===== src/can_wake_pkg.sv =====
// Purpose: shared constants and types for the transceiver mode and wake logic
// Assumes: 50 MHz system clock, one event bit per filtered bus phase
// Notes:   all cycle counts derive from times in their own units
package can_wake_pkg;

    // ----------------------------------------------------------------
    // clock and bit timing
    // ----------------------------------------------------------------
    localparam int CLK_PERIOD_NS = 20;
    localparam int RATE_SLOW_KBPS = 500;
    localparam int RATE_FAST_KBPS = 1000;
    localparam int BIT_SLOW_NS = 1000000 / RATE_SLOW_KBPS; // one bit at the slow rate
    localparam int BIT_FAST_PAIR_NS = 2 * 1000000 / RATE_FAST_KBPS; // two bits at the fast rate

    // ----------------------------------------------------------------
    // wake filter and wake window
    // ----------------------------------------------------------------
    // filter sits below both bit spans so either satisfies it
    localparam int WAKE_FILTER_TIME_NS = 1500;
    localparam int WAKE_FILTER_CYCLES = (WAKE_FILTER_TIME_NS + CLK_PERIOD_NS - 1) / CLK_PERIOD_NS;
    localparam int FILT_W = 8;
    localparam logic [FILT_W-1:0] FILT_LIMIT = FILT_W'(WAKE_FILTER_CYCLES);
    localparam int WAKE_WINDOW_TIME_US = 1000;
    localparam int WAKE_WINDOW_CYCLES = WAKE_WINDOW_TIME_US * 1000 / CLK_PERIOD_NS;
    localparam int WIN_W = 20;

    // ----------------------------------------------------------------
    // input synchroniser reset values, one bit per pin
    // order: txd, low_power_select, power_off_select, main dom, main rec, lp dom
    // ----------------------------------------------------------------
    localparam int PIN_N = 6;
    localparam logic [PIN_N-1:0] PIN_RST = 6'h32;

    // ----------------------------------------------------------------
    // event buffer
    // ----------------------------------------------------------------
    localparam int EVT_W = 1;
    localparam int EVT_DEPTH = 16;
    localparam logic [EVT_W-1:0] EVT_DOMINANT = 1'h1;

    // ----------------------------------------------------------------
    // state encodings
    // ----------------------------------------------------------------
    typedef enum logic [2:0] {
        MODE_NORMAL = 3'h1,
        MODE_STANDBY = 3'h2,
        MODE_SHUTDOWN = 3'h4
    } mode_t;

    typedef enum logic [3:0] {
        SEQ_IDLE = 4'h1,
        SEQ_WAIT_REC = 4'h2,
        SEQ_WAIT_DOM = 4'h4,
        SEQ_WOKE = 4'h8
    } seq_t;

endpackage


===== src/wake_evt_if.sv =====
// Purpose: valid/ready carrier for filtered bus phase events
// Assumes: one clock domain
// Notes:   data bit is the bus level of the phase, 1 for dominant
`timescale 1ns/1ps
interface wake_evt_if;
    logic valid;
    logic ready;
    logic [can_wake_pkg::EVT_W-1:0] data;

    modport src (output valid, output data, input ready);
    modport snk (input valid, input data, output ready);
endinterface

===== src/can_transceiver_mode_wake_logic.sv =====
// Purpose: mode control, driver/receiver steering and remote wake
//          qualification for a CAN physical-layer transceiver
// Assumes: analog comparators deliver bus decisions as digital levels;
//          all pins are asynchronous to clk
// Notes:   filtered phases pass through an event buffer to the sequencer
`timescale 1ns/1ps

// Function
// - low power select high means standby
// - standby: driver off, monitor on, rxd high
// - normal: driver and receiver active, rxd follows
// - shutdown: everything off, rxd high, bias ground
// - normal: txd low drives dominant, else recessive
// - standby/shutdown ignore txd, pins released
// - rxd low at dominant, high at recessive
// - wake needs dominant, recessive, dominant filtered
// - unfiltered activity never restarts the monitor
// - every later filtered dominant pulls rxd low
// - wake shown as falling rxd, low period
// - filtered means persisting beyond filter time
// - short states never count, long always
// - filter met by one slow bit
// - pattern not complete in window restarts detection
// - power off select overrides low power select
// - floating inputs settle to safe defaults
module can_transceiver_mode_wake_logic #(
    parameter int WAKE_WINDOW_CYCLES = can_wake_pkg::WAKE_WINDOW_CYCLES
) (
    input wire logic clk,
    input wire logic resetn,
    input wire logic txd_in,
    input wire logic low_power_select,
    input wire logic power_off_select,
    input wire logic bus_dom_main,
    input wire logic bus_rec_main,
    input wire logic bus_dom_lowpower,
    output logic rxd_out,
    output logic canh_drive_hi,
    output logic canl_drive_lo,
    output logic bus_bias_rec,
    output logic bus_bias_gnd,
    output logic main_rx_en,
    output logic lp_rx_en,
    output logic mode_normal,
    output logic mode_standby,
    output logic mode_shutdown
);

    // ----------------------------------------------------------------
    // pin synchronisers
    // ----------------------------------------------------------------
    logic [can_wake_pkg::PIN_N-1:0] pin_raw;
    logic [can_wake_pkg::PIN_N-1:0] pin_meta_q;
    logic [can_wake_pkg::PIN_N-1:0] pin_sync_q;

    assign pin_raw = {txd_in, low_power_select, power_off_select, bus_dom_main, bus_rec_main, bus_dom_lowpower};

    // two flops per pin; reset values are the safe floating defaults
    genvar gi;
    generate
        for (gi = 0; gi < can_wake_pkg::PIN_N; gi++) begin : g_sync
            always_ff @(posedge clk or negedge resetn) begin
                if (!resetn) begin
                    pin_meta_q[gi] <= can_wake_pkg::PIN_RST[gi];
                    pin_sync_q[gi] <= can_wake_pkg::PIN_RST[gi];
                end else begin
                    pin_meta_q[gi] <= pin_raw[gi];
                    pin_sync_q[gi] <= pin_meta_q[gi];
                end
            end
        end
    endgenerate

    wire logic txd_s = pin_sync_q[5];
    wire logic lps_s = pin_sync_q[4];
    wire logic pos_s = pin_sync_q[3];
    wire logic main_dom_s = pin_sync_q[2];
    wire logic main_rec_s = pin_sync_q[1];
    wire logic lp_dom_s = pin_sync_q[0];

    // ----------------------------------------------------------------
    // mode selection
    // ----------------------------------------------------------------
    can_wake_pkg::mode_t mode_q;
    can_wake_pkg::mode_t mode_d;

    // power off wins over low power select
    assign mode_d = pos_s ? can_wake_pkg::MODE_SHUTDOWN :
                    lps_s ? can_wake_pkg::MODE_STANDBY :
                    can_wake_pkg::MODE_NORMAL;

    always_ff @(posedge clk or negedge resetn) begin
        if (!resetn) begin
            mode_q <= can_wake_pkg::MODE_STANDBY;
        end else begin
            mode_q <= mode_d;
        end
    end

    wire logic in_normal = (mode_q == can_wake_pkg::MODE_NORMAL);
    wire logic in_standby = (mode_q == can_wake_pkg::MODE_STANDBY);

    // ----------------------------------------------------------------
    // phase filter on the low-power receiver
    // ----------------------------------------------------------------
    logic filt_lvl_q;
    logic [can_wake_pkg::FILT_W-1:0] filt_cnt_q;
    logic filt_sent_q;

    wake_evt_if push_ch ();
    wake_evt_if pop_ch ();

    // phase counts as filtered once it outlasts the filter time
    wire logic filt_change = (lp_dom_s != filt_lvl_q);
    wire logic filt_hit = !filt_change && (filt_cnt_q == can_wake_pkg::FILT_LIMIT);
    wire logic filt_push = push_ch.valid && push_ch.ready;

    assign push_ch.valid = in_standby && filt_hit && !filt_sent_q;
    assign push_ch.data = filt_lvl_q;

    // counter saturates, so a stalled event waits for buffer space
    always_ff @(posedge clk or negedge resetn) begin
        if (!resetn) begin
            filt_lvl_q <= 1'b0;
            filt_cnt_q <= '0;
            filt_sent_q <= 1'b0;
        end else if (!in_standby || filt_change) begin
            filt_lvl_q <= lp_dom_s;
            filt_cnt_q <= '0;
            filt_sent_q <= 1'b0;
        end else begin
            if (!filt_hit) begin
                filt_cnt_q <= filt_cnt_q + 1'b1;
            end
            if (filt_push) begin
                filt_sent_q <= 1'b1;
            end
        end
    end

    // ----------------------------------------------------------------
    // event buffer, emptied outside standby
    // ----------------------------------------------------------------
    wake_evt_fifo #(
        .WIDTH(can_wake_pkg::EVT_W),
        .DEPTH(can_wake_pkg::EVT_DEPTH)
    ) u_evt_fifo (
        .clk(clk),
        .resetn(resetn),
        .flush(!in_standby),
        .wr(push_ch),
        .rd(pop_ch)
    );

    // ----------------------------------------------------------------
    // wake pattern sequencer
    // ----------------------------------------------------------------
    can_wake_pkg::seq_t seq_q;
    can_wake_pkg::seq_t seq_d;
    logic [can_wake_pkg::WIN_W-1:0] win_q;
    logic indicate_q;
    logic indicate_d;

    localparam logic [can_wake_pkg::WIN_W-1:0] WIN_LIMIT = can_wake_pkg::WIN_W'(WAKE_WINDOW_CYCLES);

    // sequencer stalls while the host is shown a wake low period
    assign pop_ch.ready = in_standby && !indicate_q;

    wire logic evt_pop = pop_ch.valid && pop_ch.ready;
    wire logic pop_dom = evt_pop && (pop_ch.data == can_wake_pkg::EVT_DOMINANT);
    wire logic pop_rec = evt_pop && (pop_ch.data != can_wake_pkg::EVT_DOMINANT);
    wire logic seq_armed = (seq_q == can_wake_pkg::SEQ_WAIT_REC) || (seq_q == can_wake_pkg::SEQ_WAIT_DOM);
    wire logic win_expired = seq_armed && (win_q >= WIN_LIMIT) && !pop_dom;

    // next pattern state; other events leave progress untouched
    always_comb begin
        seq_d = seq_q;
        if (!in_standby) begin
            seq_d = can_wake_pkg::SEQ_IDLE;
        end else if (win_expired) begin
            seq_d = can_wake_pkg::SEQ_IDLE;
        end else begin
            unique case (seq_q)
                can_wake_pkg::SEQ_IDLE: begin
                    if (pop_dom) begin
                        seq_d = can_wake_pkg::SEQ_WAIT_REC;
                    end
                end
                can_wake_pkg::SEQ_WAIT_REC: begin
                    if (pop_rec) begin
                        seq_d = can_wake_pkg::SEQ_WAIT_DOM;
                    end
                end
                can_wake_pkg::SEQ_WAIT_DOM: begin
                    if (pop_dom) begin
                        seq_d = can_wake_pkg::SEQ_WOKE;
                    end
                end
                can_wake_pkg::SEQ_WOKE: begin
                    seq_d = can_wake_pkg::SEQ_WOKE;
                end
            endcase
        end
    end

    // low period starts on a qualifying dominant, ends when the bus leaves dominant
    always_comb begin
        indicate_d = indicate_q;
        if (!in_standby) begin
            indicate_d = 1'b0;
        end else if (pop_dom && ((seq_q == can_wake_pkg::SEQ_WAIT_DOM) || (seq_q == can_wake_pkg::SEQ_WOKE))) begin
            indicate_d = !win_expired;
        end else if (indicate_q && !lp_dom_s) begin
            indicate_d = 1'b0;
        end
    end

    always_ff @(posedge clk or negedge resetn) begin
        if (!resetn) begin
            seq_q <= can_wake_pkg::SEQ_IDLE;
            indicate_q <= 1'b0;
        end else begin
            seq_q <= seq_d;
            indicate_q <= indicate_d;
        end
    end

    // window runs from the first filtered dominant
    always_ff @(posedge clk or negedge resetn) begin
        if (!resetn) begin
            win_q <= '0;
        end else if (seq_d == can_wake_pkg::SEQ_WAIT_REC && seq_q == can_wake_pkg::SEQ_IDLE) begin
            win_q <= '0;
        end else if (seq_armed && (win_q < WIN_LIMIT)) begin
            win_q <= win_q + 1'b1;
        end
    end

    // ----------------------------------------------------------------
    // receive output
    // ----------------------------------------------------------------
    logic rxd_q;
    logic rxd_d;

    // normal follows the bus with hysteresis; other modes stay high unless waking
    always_comb begin
        rxd_d = 1'b1;
        if (in_normal) begin
            if (main_dom_s) begin
                rxd_d = 1'b0;
            end else if (main_rec_s) begin
                rxd_d = 1'b1;
            end else begin
                rxd_d = rxd_q; // undefined band holds
            end
        end else if (in_standby) begin
            rxd_d = !indicate_d;
        end else begin
            rxd_d = 1'b1;
        end
    end

    always_ff @(posedge clk or negedge resetn) begin
        if (!resetn) begin
            rxd_q <= 1'b1;
        end else begin
            rxd_q <= rxd_d;
        end
    end

    // ----------------------------------------------------------------
    // driver, bias and receiver enables
    // ----------------------------------------------------------------
    logic drive_dom_q;
    logic bias_rec_q;
    logic bias_gnd_q;
    logic main_en_q;
    logic lp_en_q;

    wire logic drive_dom_d = (mode_d == can_wake_pkg::MODE_NORMAL) && !txd_s;
    wire logic normal_d = (mode_d == can_wake_pkg::MODE_NORMAL);
    wire logic standby_d = (mode_d == can_wake_pkg::MODE_STANDBY);

    always_ff @(posedge clk or negedge resetn) begin
        if (!resetn) begin
            drive_dom_q <= 1'b0;
            bias_rec_q <= 1'b0;
            bias_gnd_q <= 1'b1;
            main_en_q <= 1'b0;
            lp_en_q <= 1'b1;
        end else begin
            drive_dom_q <= drive_dom_d;
            bias_rec_q <= normal_d;
            bias_gnd_q <= !normal_d;
            main_en_q <= normal_d;
            lp_en_q <= standby_d;
        end
    end

    // ----------------------------------------------------------------
    // outputs
    // ----------------------------------------------------------------
    assign rxd_out = rxd_q;
    assign canh_drive_hi = drive_dom_q;
    assign canl_drive_lo = drive_dom_q;
    assign bus_bias_rec = bias_rec_q;
    assign bus_bias_gnd = bias_gnd_q;
    assign main_rx_en = main_en_q;
    assign lp_rx_en = lp_en_q;
    assign mode_normal = (mode_q == can_wake_pkg::MODE_NORMAL);
    assign mode_standby = (mode_q == can_wake_pkg::MODE_STANDBY);
    assign mode_shutdown = (mode_q == can_wake_pkg::MODE_SHUTDOWN);

endmodule // can_transceiver_mode_wake_logic


===== src/wake_evt_fifo.sv =====
// Purpose: parameterised event buffer between phase filter and wake sequencer
// Assumes: writer holds data while valid and not ready
// Notes:   flush empties the buffer synchronously
`timescale 1ns/1ps
module wake_evt_fifo #(
    parameter int WIDTH = 1,
    parameter int DEPTH = 16
) (
    input wire logic clk,
    input wire logic resetn,
    input wire logic flush,
    wake_evt_if.snk wr,
    wake_evt_if.src rd
);
    localparam int AW = $clog2(DEPTH);

    logic [WIDTH-1:0] mem [DEPTH];
    logic [AW:0] wptr_q;
    logic [AW:0] rptr_q;

    // ----------------------------------------------------------------
    // status and handshake
    // ----------------------------------------------------------------
    wire logic empty = (wptr_q == rptr_q);
    wire logic full = (wptr_q[AW] != rptr_q[AW]) && (wptr_q[AW-1:0] == rptr_q[AW-1:0]);
    wire logic push = wr.valid && !full;
    wire logic pop = rd.ready && !empty;

    assign wr.ready = !full;
    assign rd.valid = !empty;
    assign rd.data = mem[rptr_q[AW-1:0]];

    // pointers carry one extra wrap bit to tell full from empty
    always_ff @(posedge clk or negedge resetn) begin
        if (!resetn) begin
            wptr_q <= '0;
            rptr_q <= '0;
        end else if (flush) begin
            wptr_q <= '0;
            rptr_q <= '0;
        end else begin
            if (push) begin
                wptr_q <= wptr_q + 1'b1;
            end
            if (pop) begin
                rptr_q <= rptr_q + 1'b1;
            end
        end
    end

    // storage, no reset needed
    always_ff @(posedge clk) begin
        if (push && !flush) begin
            mem[wptr_q[AW-1:0]] <= wr.data;
        end
    end

endmodule // wake_evt_fifo


===== config.mk =====
export PLATFORM = sky130hd
export DESIGN_NAME = can_transceiver_mode_wake_logic
export DESIGN_NICKNAME = d
export VERILOG_FILES = /design/src/can_wake_pkg.sv /design/src/wake_evt_if.sv /design/src/can_transceiver_mode_wake_logic.sv /design/src/wake_evt_fifo.sv
export SDC_FILE = /design/constraint.sdc
export NUM_CORES = 1
export LEC_CHECK = 0
export BUFFER_PORTS_ARGS = -buffer_cell sky130_fd_sc_hd__buf_2
export CELL_PAD_IN_SITES_DETAIL_PLACEMENT = 1
export CELL_PAD_IN_SITES_GLOBAL_PLACEMENT = 1
export CORE_UTILIZATION = 35
export CTS_CLUSTER_SIZE = 28
export DETAILED_ROUTE_END_ITERATION = 8
export PLACE_DENSITY_LB_ADDON = 0.1
export SYNTH_ARGS = -nofsm -noshare
export SYNTH_HDL_FRONTEND = slang
export SYNTH_HIERARCHICAL = 1
export SYNTH_SLANG_ARGS = --single-unit

===== constraint.sdc =====
create_clock -name clk -period 3.1 [get_ports clk]
set_input_delay 0.62 -clock clk [delete_from_list [all_inputs] [get_ports clk]]
set_output_delay 0.62 -clock clk [all_outputs]
set_load 0.1 [all_outputs]

==> flow_metrics.env <==
export IMPL_worstPathRequired_ns=3.32
export IMPL_antenna_found_initial=0
export IMPL_dieArea_um2=11800
export IMPL_cp_start_kind="register"
export IMPL_crit_arrival_ns=2.88
export IMPL_ys_types=67
export IMPL_grt_pass1_vias=2881
export IMPL_area_growth_pct=14.9
export IMPL_slew_viol_final=0
export IMPL_cp_end_kind="register"
export IMPL_synth_top_area_cell="dfrtp_1"
export IMPL_powerDensity_nw_per_um2=498
export IMPL_grtUsageTotal_pct=16.0
export IMPL_grt_pass1_wl_um=14400
export IMPL_seq_area_frac_synth_pct=52.1
export IMPL_drt_vias_per_instance=5.24
export IMPL_cts_made_buffers=9
export IMPL_critPathMostFrequentCell="and4b_1"
export IMPL_rows=38
export IMPL_p_total_mw=2.27
export IMPL_p_sw_mw=0.507
export IMPL_async_reset_ff_share_pct=79.7
export IMPL_drtIter0Drc=98
export IMPL_synth_seq_cells=79
export IMPL_synth_area_leaders="dfrtp_1 33%, edfxtp_1 12%, dfstp_2 6.6%, xnor2_1 4.0%, nor2_1 3.3%"
export IMPL_n_antenna_cell=0
export IMPL_grt_overflow_total=0
export IMPL_worst_slew_pin_slew_ns=0.790
export IMPL_synth_top_area_share_pct=33.4
export IMPL_syn_avg_cell_area_um2=11.3
export IMPL_period_needed_ns=2.66
export IMPL_syn_nets=367
export IMPL_hold_viol=0
export IMPL_slowest_delay_ns=0.53
export IMPL_place_ws_ns=0.417
export IMPL_fin_ws_ns=0.440
export IMPL_finalSetupViolCount=0
export IMPL_worst_hold_slack_ns=0.316
export IMPL_finalCritPeriodShare_pct=85.8
export IMPL_synth_common_cells="53 x dfrtp_1, 35 x nor2_1, 25 x nand2_1"
export IMPL_ir_drop_uv=299
export IMPL_cts_sinks=79
export IMPL_run_status="finished, final reports clean"
export IMPL_ys_flop_type="dfrtp_1"
export IMPL_crit_family="simple AND/OR/NAND/NOR gates"
export IMPL_dr_pass1_iters=4
export IMPL_worst_skew_pair_late_latency_ns=0.34
export IMPL_path_cells="mux4_2, nor2b_1, a211oi_1, a21oi_1, and4b_1, and4b_1, nor2_1, mux2_2"
export IMPL_worstSetupPathType="register to register"
export IMPL_tritoncts="done"
export IMPL_clkTransAtPathRegs_ns=0.06
export IMPL_cap_violations=0
export IMPL_seqPwrFrac_pct=47.9
export IMPL_synth_cells=351
export IMPL_fin_nets=384
export IMPL_slew_headroom_pct=47.3
export IMPL_io_buffers=17
export IMPL_dp_hpwl_um=5890
export IMPL_fmax_mhz=376
export IMPL_cts_resized=0
export IMPL_cp_slowest_cell="dfrtp_1"
export IMPL_ioPinCount=18
export IMPL_grt_max_degree=27
export IMPL_leakage_nw=1.76
export IMPL_drt_total_wl_um=8240
export IMPL_crit_fanout=10
export IMPL_synth_edff_count=16
export IMPL_combinationalPowerShare_pct=4.0
export IMPL_fp_dieH_um=109
export IMPL_intPower_mw=1.76
export IMPL_yosysWarnings=6
export IMPL_path_buf_inv=0
export IMPL_die_w_um=109
export IMPL_drive_above_1_share_pct=24.9
export IMPL_core_area_um2=10900
export IMPL_wl_per_cell_um=16.1
export IMPL_num_fill_cells=1212
export IMPL_cts_htree_levels=3
export IMPL_rsz0062_at_grt="no"
export IMPL_hold_path_class="input port to async pin"
export IMPL_synth_most_common_cell="dfrtp_1"
export IMPL_start_util_pct=36.3
export IMPL_route_detailed_drc=0
export IMPL_antenna_left=0
export IMPL_hold_buffers=0
export IMPL_cts_setup_buffers=0
export IMPL_synth_area_um2=3970
export IMPL_p_sw_share_pct=22.3
export IMPL_cts_path_max_buffers=2
export IMPL_cts_root_buffer="clkbuf_16"
export IMPL_clock_skew_ns=0.00925
export IMPL_clkPwrFrac_pct=48.1
export IMPL_gp_congestion=0.723
export IMPL_vias=2688
[through the flow]
step           utilization [%]  instance area [um^2]  TNS (ns)  cells
3_3_place_gp              38.9                  4250         0    497
4_1_cts                   41.7                  4560         0    513
6_report                  41.7                  4560         0    513
2_1_floorplan                -                  4060   -0.0894    351
3_5_place_dp              38.9                  4250         0    497
5_1_grt                   41.7                  4560         0    513
[final cells by class]
class                   instances  area (um^2)  share of cell area, %
clock inverters                 5         55.1                   1.21
inverters                      11         41.3                  0.905
repair buffers                 24          138                   3.02
well taps                     140          175                   3.84
multi-input cells             243         1820                   40.0
clock buffers                  11          254                   5.57
flip-flops and latches         79         2070                   45.5
[path summary, 6_finish.rpt]
path | from | to | slack, ns | cells after the start
hold reg to reg | pin_meta_q[3] | pos_s | 0.35 | 0
hold / removal | resetn | u_evt_fifo/rptr_q[0] | 0.32 | 1
min in group clk | pin_meta_q[3] | pos_s | 0.35 | 0
setup reg to reg | u_evt_fifo/rptr_q[0] | win_q[14] | 0.44 | 8
max in group asynchronous | resetn | rxd_out | 2.02 | 2
setup / recovery | u_evt_fifo/rptr_q[0] | win_q[14] | 0.44 | 8
[sequential cells by signal, indices dropped and copies added (netlist names), 4 cells and up]
signal,cells
u_evt_fifo/wptr_q,5
u_evt_fifo/rptr_q,5
pin_meta_q,6
win_q,20
seq_q,4
filt_cnt_q,8
u_evt_fifo/mem,16
[metal layers]
metal | vias up | global-route usage [%] | wire [um]
met5 | - | 0 | 0
met4 | 0 | 6.95 | 157
met3 | 13 | 2.53 | 162
met2 | 26 | 26.1 | 3870
met1 | 1362 | 21.1 | 4050
li1 | 1287 | - | -
[cells by family (layout without fill, tap and decap cells)]
kind of cell | Yosys count | count (layout) | share of synthesized area (%)
buffers and inverters | 29 | 51 | 4.19
multiplexers | 13 | 13 | 4.82
flip-flops | 79 | 79 | 52.1
AO/OA/AOI/OAI | 42 | 42 | 8.32
adder cells (fa/ha/maj) | 8 | 8 | 2.52
AND/OR/NAND/NOR | 155 | 155 | 22.3
XOR/XNOR | 25 | 25 | 5.70
[power by group through the flow]
stage	Sequential (mW)	Clock, mW	Combinational (mW)
after global routing	1.09	1.15	0.0983
after floorplan	1.13	0	0.0403
after CTS	1.09	1.12	0.0933
after global placement	1.11	0	0.0929
final	1.09	1.09	0.0908
after detailed placement	1.11	0	0.0931
[layout by cell type (no fill, tap or decap), types with 2 or more instances in the layout]
cell type	n
and4b_1	2
mux2_1	4
xor2_1	6
a211oi_1	3
a211o_1	2
and4_1	3
o21ai_0	9
nor2_1	35
inv_1	9
dfstp_2	9
nand2_1	24
nor3b_2	3
nor3b_1	2
buf_2	17
mux4_2	4
and3_1	3
buf_4	7
edfxtp_1	16
a21boi_2	2
clkbuf_16	10
and2_1	6
nand4_1	8
nor4_2	7
nor4_1	8
dfrtp_1	52
nor3_1	10
nand3_1	11
mux2i_1	3
nor3_2	8
nor3b_4	2
clkinv_2	2
a21oi_1	10
nor2b_1	9
xnor2_1	18
nor4b_2	2
clkinvlp_4	2
ha_1	8
or2_2	2
Power figures use the tool's default switching activity.
